### src/tdcr_pkg.sv
package tdcr_pkg;

  // ----------------
  // Bus geometry
  // ----------------
  localparam int DATA_W = 28;
  localparam int HALF_W = 16;
  localparam int ADDR_W = 4;
  localparam int UPPER_W = DATA_W - HALF_W;

  // ----------------
  // Register offsets
  // ----------------
  localparam logic [ADDR_W-1:0] ADR_GATE = 4'h5;
  localparam logic [ADDR_W-1:0] ADR_FILL = 4'h6;
  localparam logic [ADDR_W-1:0] ADR_LOOP = 4'h7;
  localparam logic [ADDR_W-1:0] ADR_RES1 = 4'h8;
  localparam logic [ADDR_W-1:0] ADR_RES2 = 4'h9;
  localparam logic [ADDR_W-1:0] ADR_GAP  = 4'hA;
  localparam logic [ADDR_W-1:0] ADR_BUS  = 4'hE;

  localparam logic [DATA_W-1:0] REG_RESET = 28'h0000000;
  localparam logic [DATA_W-1:0] ZERO_WORD = 28'h0000000;

  // ----------------
  // Gating and reset source register fields
  // ----------------
  localparam int OFF1_LSB      = 0;
  localparam int OFF_W         = 18;
  localparam int STOP_GATE_BIT = 21;
  localparam int START_GATE_BIT = 22;
  localparam int CALC_MST_BIT  = 23;
  localparam int CALC_PRT_BIT  = 24;
  localparam int OE_MST_BIT    = 25;
  localparam int OE_PRT_BIT    = 26;
  localparam int RETRIG_BIT    = 27;

  // ----------------
  // Fill level, offset and input power fields
  // ----------------
  localparam int FILL_LSB   = 0;
  localparam int FILL_W     = 8;
  localparam int OFF2_LSB   = 8;
  localparam int ROUTE_BIT  = 26;
  localparam int POWER_BIT  = 27;

  // ----------------
  // Loop divider and timer fields, bus width bit
  // ----------------
  localparam int FDIV_LSB   = 0;
  localparam int FDIV_W     = 8;
  localparam int RDIV_LSB   = 8;
  localparam int RDIV_W     = 3;
  localparam int RESOLUTION_ADJUST_ENABLE_BIT = 11;
  localparam int PHINV_BIT  = 12;
  localparam int OPEN_BIT   = 13;
  localparam int TMR_LSB    = 15;
  localparam int TMR_W      = 13;
  localparam int HALF_BIT   = 4;

  // ----------------
  // Raw hit entry: time, edge, start number, channel
  // ----------------
  localparam int HT_W   = 23;
  localparam int HNUM_W = 8;
  localparam int HCH_W  = 2;
  localparam int HIT_W  = HT_W + 1 + HNUM_W + HCH_W;
  localparam int GAP_W  = 17;
  localparam int LVL_W  = 8;
  localparam logic [7:0] RETRIG_PERIOD = 8'h01;

  typedef enum logic [1:0] {
    MODE_EIGHT  = 2'b00,
    MODE_DUAL   = 2'b01,
    MODE_HIRES  = 2'b10,
    MODE_SINGLE = 2'b11
  } tdcr_mode_t;

endpackage

### src/tdcr_pair_buffer.sv
`timescale 1ns/1ps
module tdcr_pair_buffer
  import tdcr_pkg::*;
(
  input  wire logic             clk,       // System clock
  input  wire logic             rstn,      // Async reset, low
  input  wire logic             flush,     // Drop contents
  input  wire logic             inValid,   // Entry offered
  output logic                  inReady,   // Room for entry
  input  wire logic [HIT_W-1:0] inData,    // Entry data
  output logic                  outValid,  // Entry held
  input  wire logic             outReady,  // Consumer takes entry
  output logic [HIT_W-1:0]      outData    // Oldest entry
);

  logic [HIT_W-1:0] mem [2];
  logic             wrPtr_q;
  logic             rdPtr_q;
  logic [1:0]       count_q;
  logic             push;
  logic             pop;

  assign inReady  = (count_q != 2'h2);
  assign outValid = (count_q != 2'h0);
  assign outData  = mem[rdPtr_q];
  assign push     = inValid & inReady;
  assign pop      = outValid & outReady;

  always_ff @(posedge clk) begin
    if (push) begin
      mem[wrPtr_q] <= inData;
    end
  end

  always_ff @(posedge clk or negedge rstn) begin
    if (!rstn) begin
      wrPtr_q <= 1'b0;
      rdPtr_q <= 1'b0;
      count_q <= 2'h0;
    end else if (flush) begin
      wrPtr_q <= 1'b0;
      rdPtr_q <= 1'b0;
      count_q <= 2'h0;
    end else begin
      if (push) begin
        wrPtr_q <= ~wrPtr_q;
      end
      if (pop) begin
        rdPtr_q <= ~rdPtr_q;
      end
      count_q <= count_q + {1'b0, push} - {1'b0, pop};
    end
  end

endmodule

### src/tdcr_regs.sv
`timescale 1ns/1ps
// Behaviour
// - Stop inputs disabled until first start arrives
// - Start disabled after start, two-channel modes
// - Calc pin high gives master reset
// - Calc pin high gives partial reset instead
// - Output-enable pin low gives master reset
// - Output-enable pin low gives partial reset
// - External retrigger when period one and enabled
// - Primary 18-bit offset added to hit times
// - Fill threshold sets both FIFO level flags
// - Threshold reads back inverted, rest as written
// - Secondary offset used only in dual-edge mode
// - Differential stop routing to odd/even channels, eight-channel mode only
// - Bit 27 powers differential receivers
// - Loop fast and reference divider fields
// - Resolution adjust, phase invert, open loop
// - Measure timer runs programmed count plus one reference periods
// - Bit 4 selects half-width bus
// - Eight-channel result layout time/edge/start/channel
// - Second result register mirrors first layout
// - Gap register reports start interval in eight-channel mode, reads zero otherwise
// - Dual-edge layout 22-bit time plus edge
// - High-res/single layout 23-bit time
module tdcr_regs
  import tdcr_pkg::*;
(
  input  wire logic              clk,             // 20 MHz clock
  input  wire logic              rstn,            // Async reset, low
  input  wire logic              chipSelN,        // Bus chip select
  input  wire logic              readStrobeN,     // Bus read strobe
  input  wire logic              writeStrobeN,    // Bus write strobe
  input  wire logic [ADDR_W-1:0] busAddr,         // Register address
  input  wire logic [DATA_W-1:0] busDataIn,       // Data pins in
  output logic      [DATA_W-1:0] busDataOut_q,    // Data pins out
  output logic                   busDataOe_q,     // Data pins driven
  input  wire logic [1:0]        measureMode,     // Active mode
  input  wire logic              quietMode,       // Quiet operation on
  input  wire logic              oePinUsed,       // Pin used as enable
  input  wire logic              calcTrigPin,     // Calc trigger pin
  input  wire logic              outputEnablePinN, // Enable pin level
  input  wire logic              startPulse,      // Start event
  input  wire logic [7:0]        startRepeatPeriod, // Repeat period
  input  wire logic              refTick,         // Reference clock enable
  input  wire logic              timerStart,      // Timer launch
  input  wire logic              firstHitValid,   // First FIFO push
  output logic                   firstHitReady_q, // First FIFO room
  input  wire logic [HIT_W-1:0]  firstHitData,    // First raw hit
  input  wire logic              secondHitValid,  // Second FIFO push
  output logic                   secondHitReady_q, // Second FIFO room
  input  wire logic [HIT_W-1:0]  secondHitData,   // Second raw hit
  input  wire logic [LVL_W-1:0]  firstFifoLevel,  // First FIFO depth
  input  wire logic [LVL_W-1:0]  secondFifoLevel, // Second FIFO depth
  input  wire logic [GAP_W-1:0]  firstStartGap,   // Measured start gap
  output logic                   stopsDisabled_q, // Stop inputs gated
  output logic                   startDisabled_q, // Start input gated
  output logic                   startRetrigger_q, // Retrigger pulse
  output logic                   masterReset_q,   // Master reset pulse
  output logic                   partialReset_q,  // Partial reset pulse
  output logic                   firstLevelFlag_q, // First fill flag
  output logic                   secondLevelFlag_q, // Second fill flag
  output logic                   oddStopsDiff_q,  // Odd stops routed
  output logic                   evenStopsDiff_q, // Even stops routed
  output logic                   diffRxPower_q,   // Receiver power
  output logic [FDIV_W-1:0]      loopFastDivider_q, // Loop fast divide
  output logic [RDIV_W-1:0]      loopRefDivider_q, // Loop ref divide
  output logic                   resAdjustEnable_q, // Resolution adjust
  output logic                   loopPhaseInvert_q, // Phase inverted
  output logic                   loopOpen_q,      // Regulation cut
  output logic                   timerRunning_q,  // Timer busy
  output logic                   timerDone_q,     // Timer end pulse
  output logic                   halfWidthBus_q   // Half-width mode
);

  // ----------------
  // Register storage and helpers
  // ----------------
  logic [DATA_W-1:0] gateReg_q;
  logic [DATA_W-1:0] fillReg_q;
  logic [DATA_W-1:0] loopReg_q;
  logic [DATA_W-1:0] busReg_q;
  logic [HALF_W-1:0] wrLow_q;
  logic [DATA_W-1:0] rdHold_q;
  logic              halfPhase_q;
  logic              rdPrev_q;
  logic              wrPrev_q;
  logic              startSeen_q;
  logic [TMR_W-1:0]  timerCount_q;
  logic              rdFall;
  logic              wrFall;
  logic              wrCommit;
  logic              rdCapture;
  logic [DATA_W-1:0] wrWord;
  logic [DATA_W-1:0] rdWord;
  logic              startTaken;
  logic              anyReset;
  logic              calcTrig;
  logic              oeTrig;
  logic              pop1;
  logic              pop2;
  logic              buf1Valid;
  logic              buf2Valid;
  logic              buf1Ready;
  logic              buf2Ready;
  logic [HIT_W-1:0]  buf1Data;
  logic [HIT_W-1:0]  buf2Data;
  tdcr_mode_t        mode;

  assign mode = tdcr_mode_t'(measureMode);

  // Offset added at read time; entries keep raw time
  function automatic logic [DATA_W-1:0] fmtResult(input tdcr_mode_t m, input logic [HIT_W-1:0] h,
                                                  input logic [OFF_W-1:0] off);
    logic [HT_W-1:0]   t;
    logic [DATA_W-1:0] w;
    t = h[HT_W-1:0] + HT_W'(off);
    w = ZERO_WORD;
    case (m)
      MODE_EIGHT:  w = {h[HIT_W-1 -: HCH_W], h[HT_W+1 +: HNUM_W], h[HT_W], t[GAP_W-1:0]};
      MODE_DUAL:   w = {5'h00, h[HT_W], t[HT_W-2:0]};
      MODE_HIRES,
      MODE_SINGLE: w = {5'h00, t};
      default:     w = ZERO_WORD;
    endcase
    return w;
  endfunction

  // ----------------
  // Bus strobes
  // ----------------
  // Act on the leading edge of a strobe
  assign rdFall    = !chipSelN && !readStrobeN && rdPrev_q;
  assign wrFall    = !chipSelN && !writeStrobeN && wrPrev_q;
  assign wrCommit  = wrFall && (!halfWidthBus_q || halfPhase_q);
  assign rdCapture = rdFall && (!halfWidthBus_q || !halfPhase_q);
  assign wrWord    = halfWidthBus_q ? {busDataIn[UPPER_W-1:0], wrLow_q} : busDataIn;
  assign pop1      = rdCapture && (busAddr == ADR_RES1) && buf1Valid;
  assign pop2      = rdCapture && (busAddr == ADR_RES2) && buf2Valid;

  always_comb begin
    rdWord = ZERO_WORD;
    case (busAddr)
      ADR_FILL: rdWord = {fillReg_q[DATA_W-1:FILL_W], ~fillReg_q[FILL_W-1:0]};
      ADR_RES1: rdWord = buf1Valid ? fmtResult(mode, buf1Data, gateReg_q[OFF1_LSB +: OFF_W]) : ZERO_WORD;
      ADR_RES2: rdWord = buf2Valid ? fmtResult(mode, buf2Data,
                         (mode == MODE_DUAL) ? fillReg_q[OFF2_LSB +: OFF_W]
                                             : gateReg_q[OFF1_LSB +: OFF_W]) : ZERO_WORD;
      ADR_GAP:  rdWord = (mode == MODE_EIGHT) ? {11'h000, firstStartGap} : ZERO_WORD;
      default:  rdWord = ZERO_WORD;
    endcase
  end

  always_ff @(posedge clk or negedge rstn) begin
    if (!rstn) begin
      rdPrev_q <= 1'b1;
      wrPrev_q <= 1'b1;
    end else begin
      rdPrev_q <= chipSelN || readStrobeN;
      wrPrev_q <= chipSelN || writeStrobeN;
    end
  end

  // A pair is low half, then high half
  always_ff @(posedge clk or negedge rstn) begin
    if (!rstn) begin
      halfPhase_q <= 1'b0;
      wrLow_q     <= 16'h0000;
    end else if (!halfWidthBus_q) begin
      halfPhase_q <= 1'b0;
    end else if (rdFall || wrFall) begin
      halfPhase_q <= ~halfPhase_q;
      if (wrFall && !halfPhase_q) begin
        wrLow_q <= busDataIn[HALF_W-1:0];
      end
    end
  end

  always_ff @(posedge clk or negedge rstn) begin
    if (!rstn) begin
      gateReg_q <= REG_RESET;
      fillReg_q <= REG_RESET;
      loopReg_q <= REG_RESET;
      busReg_q  <= REG_RESET;
    end else if (wrCommit) begin
      case (busAddr)
        ADR_GATE: gateReg_q <= wrWord;
        ADR_FILL: fillReg_q <= wrWord;
        ADR_LOOP: loopReg_q <= wrWord;
        ADR_BUS:  busReg_q  <= wrWord;
        default:  gateReg_q <= gateReg_q;
      endcase
    end
  end

  // ----------------
  // Read data path
  // ----------------
  // Latch whole word on first half: one pop
  always_ff @(posedge clk or negedge rstn) begin
    if (!rstn) begin
      rdHold_q     <= ZERO_WORD;
      busDataOut_q <= ZERO_WORD;
      busDataOe_q  <= 1'b0;
    end else begin
      busDataOe_q <= !chipSelN && !readStrobeN;
      if (rdCapture) begin
        rdHold_q     <= rdWord;
        busDataOut_q <= halfWidthBus_q ? {12'h000, rdWord[HALF_W-1:0]} : rdWord;
      end else if (rdFall) begin
        busDataOut_q <= {12'h000, 4'h0, rdHold_q[DATA_W-1:HALF_W]};
      end
    end
  end

  tdcr_pair_buffer u_buf1 (
    .clk      (clk),
    .rstn     (rstn),
    .flush    (masterReset_q),
    .inValid  (firstHitValid && firstHitReady_q),
    .inReady  (buf1Ready),
    .inData   (firstHitData),
    .outValid (buf1Valid),
    .outReady (pop1),
    .outData  (buf1Data)
  );

  tdcr_pair_buffer u_buf2 (
    .clk      (clk),
    .rstn     (rstn),
    .flush    (masterReset_q),
    .inValid  (secondHitValid && secondHitReady_q),
    .inReady  (buf2Ready),
    .inData   (secondHitData),
    .outValid (buf2Valid),
    .outReady (pop2),
    .outData  (buf2Data)
  );

  // ----------------
  // Configuration outputs
  // ----------------
  always_ff @(posedge clk or negedge rstn) begin
    if (!rstn) begin
      firstHitReady_q   <= 1'b0;
      secondHitReady_q  <= 1'b0;
      firstLevelFlag_q  <= 1'b0;
      secondLevelFlag_q <= 1'b0;
      oddStopsDiff_q    <= 1'b0;
      evenStopsDiff_q   <= 1'b0;
      diffRxPower_q     <= 1'b0;
      loopFastDivider_q <= 8'h00;
      loopRefDivider_q  <= 3'h0;
      resAdjustEnable_q <= 1'b0;
      loopPhaseInvert_q <= 1'b0;
      loopOpen_q        <= 1'b0;
      halfWidthBus_q    <= 1'b0;
    end else begin
      // Ready looks ahead so a seen ready always has room
      firstHitReady_q   <= buf1Ready && !(firstHitValid && firstHitReady_q && !pop1 && buf1Valid);
      secondHitReady_q  <= buf2Ready && !(secondHitValid && secondHitReady_q && !pop2 && buf2Valid);
      firstLevelFlag_q  <= firstFifoLevel >= fillReg_q[FILL_LSB +: FILL_W];
      secondLevelFlag_q <= secondFifoLevel >= fillReg_q[FILL_LSB +: FILL_W];
      oddStopsDiff_q    <= (mode == MODE_EIGHT) && fillReg_q[ROUTE_BIT];
      evenStopsDiff_q   <= (mode == MODE_EIGHT) && fillReg_q[ROUTE_BIT];
      diffRxPower_q     <= fillReg_q[POWER_BIT];
      loopFastDivider_q <= loopReg_q[FDIV_LSB +: FDIV_W];
      loopRefDivider_q  <= loopReg_q[RDIV_LSB +: RDIV_W];
      resAdjustEnable_q <= loopReg_q[RESOLUTION_ADJUST_ENABLE_BIT];
      loopPhaseInvert_q <= loopReg_q[PHINV_BIT];
      loopOpen_q        <= loopReg_q[OPEN_BIT];
      halfWidthBus_q    <= busReg_q[HALF_BIT];
    end
  end

  // ----------------
  // Start and stop gating, retrigger
  // ----------------
  assign startTaken = startPulse && !startDisabled_q;
  assign anyReset   = masterReset_q || partialReset_q;

  always_ff @(posedge clk or negedge rstn) begin
    if (!rstn) begin
      startSeen_q      <= 1'b0;
      stopsDisabled_q  <= 1'b0;
      startDisabled_q  <= 1'b0;
      startRetrigger_q <= 1'b0;
    end else begin
      startRetrigger_q <= startTaken && startSeen_q && (startRepeatPeriod == RETRIG_PERIOD)
                          && gateReg_q[RETRIG_BIT];
      if (startTaken) begin
        startSeen_q <= 1'b1;
      end else if (anyReset) begin
        startSeen_q <= 1'b0;
      end
      stopsDisabled_q <= gateReg_q[STOP_GATE_BIT] && !startSeen_q && !startTaken;
      if (startTaken && gateReg_q[START_GATE_BIT] && (mode != MODE_EIGHT)) begin
        startDisabled_q <= 1'b1;
      end else if (anyReset) begin
        startDisabled_q <= 1'b0;
      end
    end
  end

  // ----------------
  // Pin-driven resets
  // ----------------
  assign calcTrig = calcTrigPin && !quietMode;
  assign oeTrig   = !outputEnablePinN && !oePinUsed;

  always_ff @(posedge clk or negedge rstn) begin
    if (!rstn) begin
      masterReset_q  <= 1'b0;
      partialReset_q <= 1'b0;
    end else begin
      masterReset_q  <= (calcTrig && gateReg_q[CALC_MST_BIT] && !gateReg_q[CALC_PRT_BIT])
                        || (oeTrig && gateReg_q[OE_MST_BIT]);
      partialReset_q <= (calcTrig && gateReg_q[CALC_PRT_BIT])
                        || (oeTrig && gateReg_q[OE_PRT_BIT] && !gateReg_q[OE_MST_BIT]);
    end
  end

  // ----------------
  // Measurement timer
  // ----------------
  always_ff @(posedge clk or negedge rstn) begin
    if (!rstn) begin
      timerCount_q   <= 13'h0000;
      timerRunning_q <= 1'b0;
      timerDone_q    <= 1'b0;
    end else begin
      timerDone_q <= 1'b0;
      if (timerStart) begin
        timerCount_q   <= loopReg_q[TMR_LSB +: TMR_W];
        timerRunning_q <= 1'b1;
      end else if (timerRunning_q && refTick) begin
        if (timerCount_q == 13'h0000) begin
          timerRunning_q <= 1'b0;
          timerDone_q    <= 1'b1;
        end else begin
          timerCount_q <= timerCount_q - 13'h0001;
        end
      end
    end
  end

endmodule

### config.mk
export PLATFORM = sky130hd
export DESIGN_NAME = tdcr_regs
export DESIGN_NICKNAME = d
export VERILOG_FILES = /design/src/tdcr_pkg.sv /design/src/tdcr_pair_buffer.sv /design/src/tdcr_regs.sv
export SDC_FILE = /design/constraint.sdc
export NUM_CORES = 1
export LEC_CHECK = 0
export BUFFER_PORTS_ARGS = -buffer_cell sky130_fd_sc_hd__buf_2
export CAP_MARGIN = 15
export CORE_ASPECT_RATIO = 1.5
export CORE_UTILIZATION = 54
export CTS_BUF_LIST = sky130_fd_sc_hd__clkbuf_8
export DETAILED_ROUTE_END_ITERATION = 8
export MAX_ROUTING_LAYER = met4
export PLACE_DENSITY = 0.79
export SETUP_SLACK_MARGIN = 0.2
export SYNTH_ARGS = -nofsm -noshare
export SYNTH_HDL_FRONTEND = slang
export SYNTH_SLANG_ARGS = --single-unit
### constraint.sdc
create_clock -name clk -period 4.2 [get_ports clk]
set_input_delay 0.21 -clock clk [delete_from_list [all_inputs] [get_ports clk]]
set_output_delay 0.21 -clock clk [all_outputs]
set_load 0.02 [all_outputs]
==> results of run 1 <==
-- power breakdown --
group          switching [mW]  internal (mW)  total [mW]
registers               0.486           4.07        4.55
clock network            1.28           1.46        2.74
logic                    2.06           1.36        3.43
-- placed cells by master, fill, tap and decap left out, types with 7 or more instances in the layout --
master / Yosys / layout
sky130_fd_sc_hd__a21o_1: 22 / 22
sky130_fd_sc_hd__a21oi_1: 103 / 103
sky130_fd_sc_hd__a222oi_1: 8 / 8
sky130_fd_sc_hd__a31oi_1: 17 / 17
sky130_fd_sc_hd__buf_2: 11 / 213
sky130_fd_sc_hd__buf_4: 6 / 29
sky130_fd_sc_hd__clkbuf_8: 0 / 53
sky130_fd_sc_hd__clkinv_1: 0 / 8
sky130_fd_sc_hd__clkinv_2: 0 / 7
sky130_fd_sc_hd__dfrtp_1: 189 / 188
sky130_fd_sc_hd__dlygate4sd3_1: 0 / 103
sky130_fd_sc_hd__edfxtp_1: 136 / 136
sky130_fd_sc_hd__ha_1: 57 / 57
sky130_fd_sc_hd__inv_1: 31 / 45
sky130_fd_sc_hd__mux2_1: 17 / 17
sky130_fd_sc_hd__mux2_2: 57 / 57
sky130_fd_sc_hd__mux2i_1: 59 / 59
sky130_fd_sc_hd__nand2_1: 131 / 131
sky130_fd_sc_hd__nand2b_1: 15 / 15
sky130_fd_sc_hd__nand3_1: 14 / 14
sky130_fd_sc_hd__nand4_1: 8 / 8
sky130_fd_sc_hd__nor2_1: 129 / 128
sky130_fd_sc_hd__nor2b_1: 19 / 19
sky130_fd_sc_hd__nor3_1: 12 / 9
sky130_fd_sc_hd__nor4_1: 8 / 7
sky130_fd_sc_hd__o21ai_0: 66 / 66
sky130_fd_sc_hd__o21ai_1: 51 / 51
sky130_fd_sc_hd__o22ai_1: 7 / 7
sky130_fd_sc_hd__or3_1: 14 / 14
sky130_fd_sc_hd__xnor2_1: 27 / 27
sky130_fd_sc_hd__xor2_1: 20 / 20
-- logic make-up after synthesis --
kind of cell    Yosys count  share of synthesized area, %
simple gates            377                          10.8
compound gates          343                          13.4
buf+inv                  98                          2.58
xor+xnor                 47                          2.63
fa+ha+maj                59                          4.81
flops                   327                          56.7
mux                     133                          9.10
-- flip-flops by register name, summed over array words and instances, names as in the netlist, 2 cells and up --
signal	cells
wrLow_q	16
rdHold_q	12
busDataOut_q	28
loopRefDivider_q	3
fillReg_q	28
loopFastDivider_q	8
u_buf1.count_q	2
u_buf1.mem	68
u_buf2.mem	68
loopReg_q	27
gateReg_q	25
u_buf2.count_q	2
timerCount_q	13
-- final cells by class --
class | count | area, µm² | area share [%]
Timing Repair Buffer | 347 | 2340 | 12.2
Sequential cell | 327 | 8870 | 46.1
Clock inverter | 38 | 300 | 1.56
Inverter | 32 | 120 | 0.624
Clock buffer | 52 | 716 | 3.72
Multi-Input combinational cell | 959 | 6400 | 33.3
Tap cell | 390 | 488 | 2.54
-- per-layer routing --
layer	up-vias	track usage, %	part of all wire (%)
li1	5711	-	-
met1	6058	36.4	35
met2	600	57.7	50
met3	220	4.86	5.5
met4	0	27.9	9.1
met5	-	-	0
-- worst min-delay path, cell delays in order --
cell and delay (ps):
sky130_fd_sc_hd__buf_2 80, sky130_fd_sc_hd__ha_1 130, sky130_fd_sc_hd__nor2_1 40, sky130_fd_sc_hd__a21oi_1 120
-- what timing repair did --
item,in CTS,in global routing
hold buffers,103,0
endpoints found under the hold margin,274,0
endpoints found under the setup margin,0,2
gates resized for setup,0,1
-- final timing paths --
kind	from	endpoint	cells past startpoint
setup / recovery	u_buf2.rdPtr_q	rdHold_q[19]	10
hold reg to reg	loopReg_q[8]	loopRefDivider_q[0]	0
hold / removal	secondFifoLevel[6]	secondLevelFlag_q	4
min in group asynchronous	rstn	busDataOut_q[8]	2
setup reg to reg	u_buf2.rdPtr_q	rdHold_q[19]	10
max in group asynchronous	rstn	masterReset_q	3
-- through the flow --
step	area, µm²	instances	power, mW
after floorplan	15700	1384	6.69
after global placement	17200	1952	7.80
after detailed placement	17200	1952	7.87
after CTS	19200	2145	10.7
after global routing	19200	2145	11.3
final	19200	2145	10.7
==> impl_summary.md, run 1 <==
Worst setup path
Across all register-to-register paths, the minimum setup slack is 490 ps. The kind of cell adding the most delay to the critical path is compound AO/OA/AOI/OAI gates. Data on the critical path arrives at its endpoint at 4180 ps. Walking the worst path, the cells encountered are mux2_2 -> ha_1 -> a21oi_1 -> o21ai_1 -> a311oi_1 -> nand2_1 -> a31oi_1 -> xor2_1 -> a221o_1 -> a22o_1. STA classifies the critical path endpoint as a flip-flop. In this run the worst path has a maximum fanout of 14. The worst endpoint required time is 4670 ps. The worst setup path is launched from a flip-flop. The largest individual stage delay along the critical path comes from the cell sky130_fd_sc_hd__dfrtp_1.

The longest individual stage delay on the worst path is 690 ps. The worst path buffer plus inverter count is 0. The category of the most critical setup path is reg2reg.

Synth
The cell taking the most area after synthesis is sky130_fd_sc_hd__dfrtp_1. The post-synthesis sequential area ratio is 56.7%. Synthesis inferred 327 register bits. After synthesis, the mean cell area works out to 11.3 µm².

Synthesis produced a netlist with a net count of 1600. After synthesis, the cell types taking the most area are sky130_fd_sc_hd__dfrtp_1 30%, sky130_fd_sc_hd__edfxtp_1 26%, sky130_fd_sc_hd__ha_1 4.6%. The most common cell in the synthesized netlist is sky130_fd_sc_hd__dfrtp_1.

Synthesis produced 1384 cells. The number of synthesized flops with an enable pin is 136. The fraction of synthesized cell area taken by the top area cell type is 30.2%. The summed instance area of the synthesized netlist is 15700 µm². The top flip-flop cell by instance count after synthesis is sky130_fd_sc_hd__dfrtp_1. Counting flops with an async set or reset pin after synthesis yields a share of 58.4%. In the synthesized netlist, the cells that appear most often are 189 x sky130_fd_sc_hd__dfrtp_1, 136 x sky130_fd_sc_hd__edfxtp_1, 131 x sky130_fd_sc_hd__nand2_1. The Yosys step of the flow raised 0 warnings.

The number of different library cells used by synthesis comes to 68.

STA
The routed design could run at a clock period as short as 3710 ps. The max-slew violation count came to 0. Setup repair after global routing left no endpoint under its margin. In this run the tightest slew margin relative to its limit is 28.6%. The number of hold violations in the final report is 0. The final critical-path share of the clock period is 88.3%. Setup violations remaining at the end of the flow were counted as 0. At the pin with the least slew margin, the transition time is 1070 ps.

Based on the critical path, the design can be clocked at up to 270 MHz. The setup TNS is 0 ps. The worst hold slack across all endpoints is 31.4 ps. The worst setup slack after layout is 490 ps. The clock skew is 35.7 ps.

Placement
The setup slack after placement is 479 ps. The post-detailed-placement half-perimeter wirelength is 34300 µm. The global placer's final weighted congestion is 1.04. The quantity of I/O buffers inserted on ports is 214.

Worst hold path
The class of the tightest hold or removal check is in2reg.

Routing
The pre-antenna-repair detailed-routing pass consisted of 6 iterations. Dividing the detail-routed wire length by the instance count gives 22.7 µm. The iteration-0 DRC count of the detailed router is 888. The routed wire length is 48600 µm. The number of vias per cell after detailed routing is 5.87. The detail route stage leaves a number of antenna-violating nets equal to 0.

In the routed design, unresolved DRC markers number 0. Detailed routing inserted a total of 12600 vias.

Clock tree
After clock tree synthesis, the clock-pin slew on the worst setup and hold paths is 70 ps. The clock net sink count is 327. The insertion delay to the later sink of the worst-skew pair is 610 ps. The H-tree generated during clock tree synthesis spans 2 levels. TritonCTS created 49 clock buffers.

The CTS tree is done. The clock tree root driver cell is sky130_fd_sc_hd__clkbuf_8. The worst-case clock buffer depth is 3. The setup fix buffers added after clock tree synthesis is 0.

Global route
The overflow left after global routing is 0. Entering global routing, the biggest net connects 110 pins. The number of global-route vias before repair came to 13000.

Across every metal layer, demand over resource in global routing totals 34.5%. The number of antenna violations at the first check in global routing is 0. The first global-routing pass estimated 72600 µm of wire.

Final layout
Fill cells in the final layout number 2130. The final cell utilization of the core is 67.2%. After the last flow step, the layout net total stands at 1932.

In the final layout, the share of cells above drive strength 1 is 22.1%. The area growth from synthesis to layout is 22.9%. The antenna cell count is 0.

Die
The die span in x is 141 µm. The core region is 28600 µm². The die covers 29700 µm². The starting density of the core is 54.7%. For this design the top-level I/O count stands at 215. Row generation in the floorplan step produced 76 rows. The die extent in y is 211 µm.

Power
The worst vdd rail ir drop is 350 µV. For this design the static power due to leakage is 8.29 nW. Power spread over the standard cell area amounts to 558 nW/µm².

Run
The max capacitance violation total is 0.

Status
The run finished with clean final reports.
(Power assumes the default switching activity.)
==> run 2, diff against run 1 <==
- CORE_UTILIZATION: 54 -> 40
- PLACE_DENSITY: 0.79 -> not set
==> run 2 against run 1 <==
- combinational power grew 1%
- sequential power about the same
- critical path depth rose by 6
- power grew 0.74%
- utilization is 17 points lower
- cell count grew 5.4%
- die area rose by 35%
- first-iteration DRC count is 6.3% lower
- highest routed layer unchanged
- critical path type is now in2reg
- register-to-register slack about the same
- routed wire length grew 2.2%
- cell area is 1.3% higher
==> impl_summary.md, run 2 (synthesized netlist as in run 1, its figures left out) <==
STA
The max-slew violation count came to 0. The worst hold slack across all endpoints is 22.4 ps. The transition time at the pin with the least slew margin is 1040 ps. The clock skew is 29.0 ps. The number of hold violations in the final report came to 0.

Setup repair after global routing left no endpoint under its margin. For the finished layout, the period the worst path requires is 3760 ps. The highest achievable clock rate is 266 MHz.

Adding up every negative setup slack in the final design gives 0 ps. Headroom to the max-slew limit came out at 30.7%. Setup violations remaining at the end of the flow were counted as 0.

The final critical-path share of the clock period is 89.6%.

Worst setup path
The category of the most critical setup path is in2reg. The worst register-to-register path has a setup slack of 480 ps. The launching point of the worst reg2reg path is u_buf1.rdPtr_q. The number of cells on the worst reg-to-reg path is 11.

The element type at the critical path start is a primary input. The slowest stage of the critical path belongs to the cell sky130_fd_sc_hd__dlygate4sd3_1. The worst endpoint required time is 4680 ps. The capturing element type of the critical path is a flip-flop. The kind of cell adding the most delay to the critical path is compound AO/OA/AOI/OAI gates. Walking the worst path, the cells encountered are dlygate4sd3_1 -> buf_2 -> nor2_1 -> buf_4 -> mux2_2 -> ha_1 -> inv_1 -> fa_1 -> nand2b_1 -> a21oi_1 -> o211ai_1 -> a21oi_1 -> o31ai_1 -> xor2_1 -> a221oi_1 -> o21ai_1.

The worst reg2reg path endpoint is busDataOut_q[21]. The library cell appearing most often on the critical path is sky130_fd_sc_hd__a21oi_1. Data arrives at the worst endpoint at 4240 ps. The critical path crosses 16 cells after its start point.

The largest single stage delay on the critical path is 540 ps. In this run the worst path has a maximum fanout of 16. The worst path buffer plus inverter count is 4.

Clock tree
The CTS tree is done. The H-tree was split into 2 levels. The later pin in the worst-skew pair is clocked with a latency of 620 ps. TritonCTS created 51 clock buffers. The tree built by TritonCTS fans out to 327 sinks. The worst-case clock buffer depth is 3. Clock-pin slew was measured on the worst setup and hold paths at 60 ps.

In this run the clock root is driven by a sky130_fd_sc_hd__clkbuf_8. After clock tree synthesis, the setup repair step added 0 buffers.

Placement
The global placer's final weighted congestion is 0.974. Once placement finished, the instance area stood at 17300 µm². Counting tap cells, the placed design contains a total of 2058 instances. Detailed placement finished with a half-perimeter wire length of 37400 µm. The count of buffers added on input and output ports is 214.

Die
The floorplan row count is 88. The top-level port count is 215. The die span in x is 164 µm. The die extent in y is 244 µm. The floorplan step defined a die boundary enclosing 39900 µm². For this configuration, the core starts out at a cell density of 40.6%. The floorplan core area is 38500 µm².

Power
The worst vdd rail ir drop is 316 µV. The cell area power density is 555 nW/µm². Summed over all cells, the static leakage comes to 8.33 nW.

Global route
Entering global routing, the biggest net connects 100 pins. The number of global-route vias before repair is 12400. The number of antenna violations at the first check in global routing is 1. Global routing used 25.8% of the available tracks.

The wire length of the first global-routing pass is 73500 µm. The overflow left after global routing is 0.

Routing
The final antenna-violating net count is 0. The routed wire length is 49700 µm. The total number of vias is 12100. Using the TritonRoute via totals, the vias-per-cell ratio works out to 5.37. In the final routed layout, each cell accounts on average for 22.0 µm. After detailed routing, the number of remaining DRC violations is 0. The iteration-0 DRC count of the detailed router is 832. The count of TritonRoute iterations in the first routing pass is 7.

Final layout
Cells with a size suffix above 1 make up 22.5% of the layout. The largest registers in the layout are u_buf1.mem: 68 flops, u_buf2.mem: 68 flops. Leaving out fill and tap cells, the most frequent cells in the layout are 213 x sky130_fd_sc_hd__buf_2, 187 x sky130_fd_sc_hd__dfrtp_1, 136 x sky130_fd_sc_hd__edfxtp_1.

Compared with the post-synthesis result, the final layout area differs by 24.5%. The library cell used most frequently in the layout, excluding fill and tap cells, is sky130_fd_sc_hd__buf_2. The finished layout holds 2260 standard cells, fillers aside.

For this run, the post-layout net count is 1940. The final design area excluding fillers is 19500 µm².

Worst hold path
The tightest min-delay check is of the in2reg type. The worst hold path startpoint is busDataIn[26]. The sink of the worst hold path is loopReg_q[26]. The cell count of the worst hold path is 3.

Status
The flow ran to the end, and the final reports show no timing, DRC or antenna violations.

Run
The max capacitance violation total is 0.
## run 2: per-stage QoR
| stage | util (%) | worst slack [ps] | total power [mW] |
|---|---|---|---|
| after floorplan | - | 336 | 6.69 |
| after global placement | 45.0 | 389 | 7.96 |
| after detailed placement | 45.0 | 345 | 7.98 |
| after CTS | 50.5 | 341 | 10.9 |
| after global routing | 50.5 | 231 | 11.4 |
| final | 50.5 | 438 | 10.8 |
## run 2: how the worst max path moves through the flow
stage | to | start
2_1_floorplan | busDataOut_q[19] | u_buf1.rdPtr_q
4_1_cts | busDataOut_q[21] | u_buf1.rdPtr_q
3_3_place_gp | busDataOut_q[21] | u_buf1.rdPtr_q
3_5_place_dp | busDataOut_q[21] | u_buf1.rdPtr_q
6_report | busDataOut_q[20] | measureMode[1]
5_1_grt | rdHold_q[21] | measureMode[1]
## run 2: tightest hold or removal path: stages
cell	delay (ps)
sky130_fd_sc_hd__buf_2	80
sky130_fd_sc_hd__mux2i_1	130
sky130_fd_sc_hd__o21ai_1	150
## run 2: power breakdown
group	total, mW	switching, mW	internal [mW]
combinational	3.48	2.10	1.38
clock	2.78	1.30	1.49
sequential	4.55	0.480	4.07
total	10.8	3.87	6.93
## run 2: what timing repair did
item / in CTS / in global routing
hold buffers: 108 / 0
endpoints found under the hold margin: 268 / 0
endpoints found under the setup margin: 0 / 4
resized for setup: 0 / 1
## run 2: final cells by class
type	instances	area, µm²
fillers	3521	19100
flip-flops and latches	327	8870
multi-input cells	959	6410
repair buffers	353	2410
clock buffers	56	771
well taps	495	619
clock inverters	37	282
inverters	32	120
diodes	1	2.50
## run 2: layer usage
layer | global-route usage [%] | share of wire [%]
met2 | 45.2 | 52
met1 | 27.8 | 37
met5 | - | 0
met3 | 2.95 | 4.0
met4 | 15.4 | 6.4
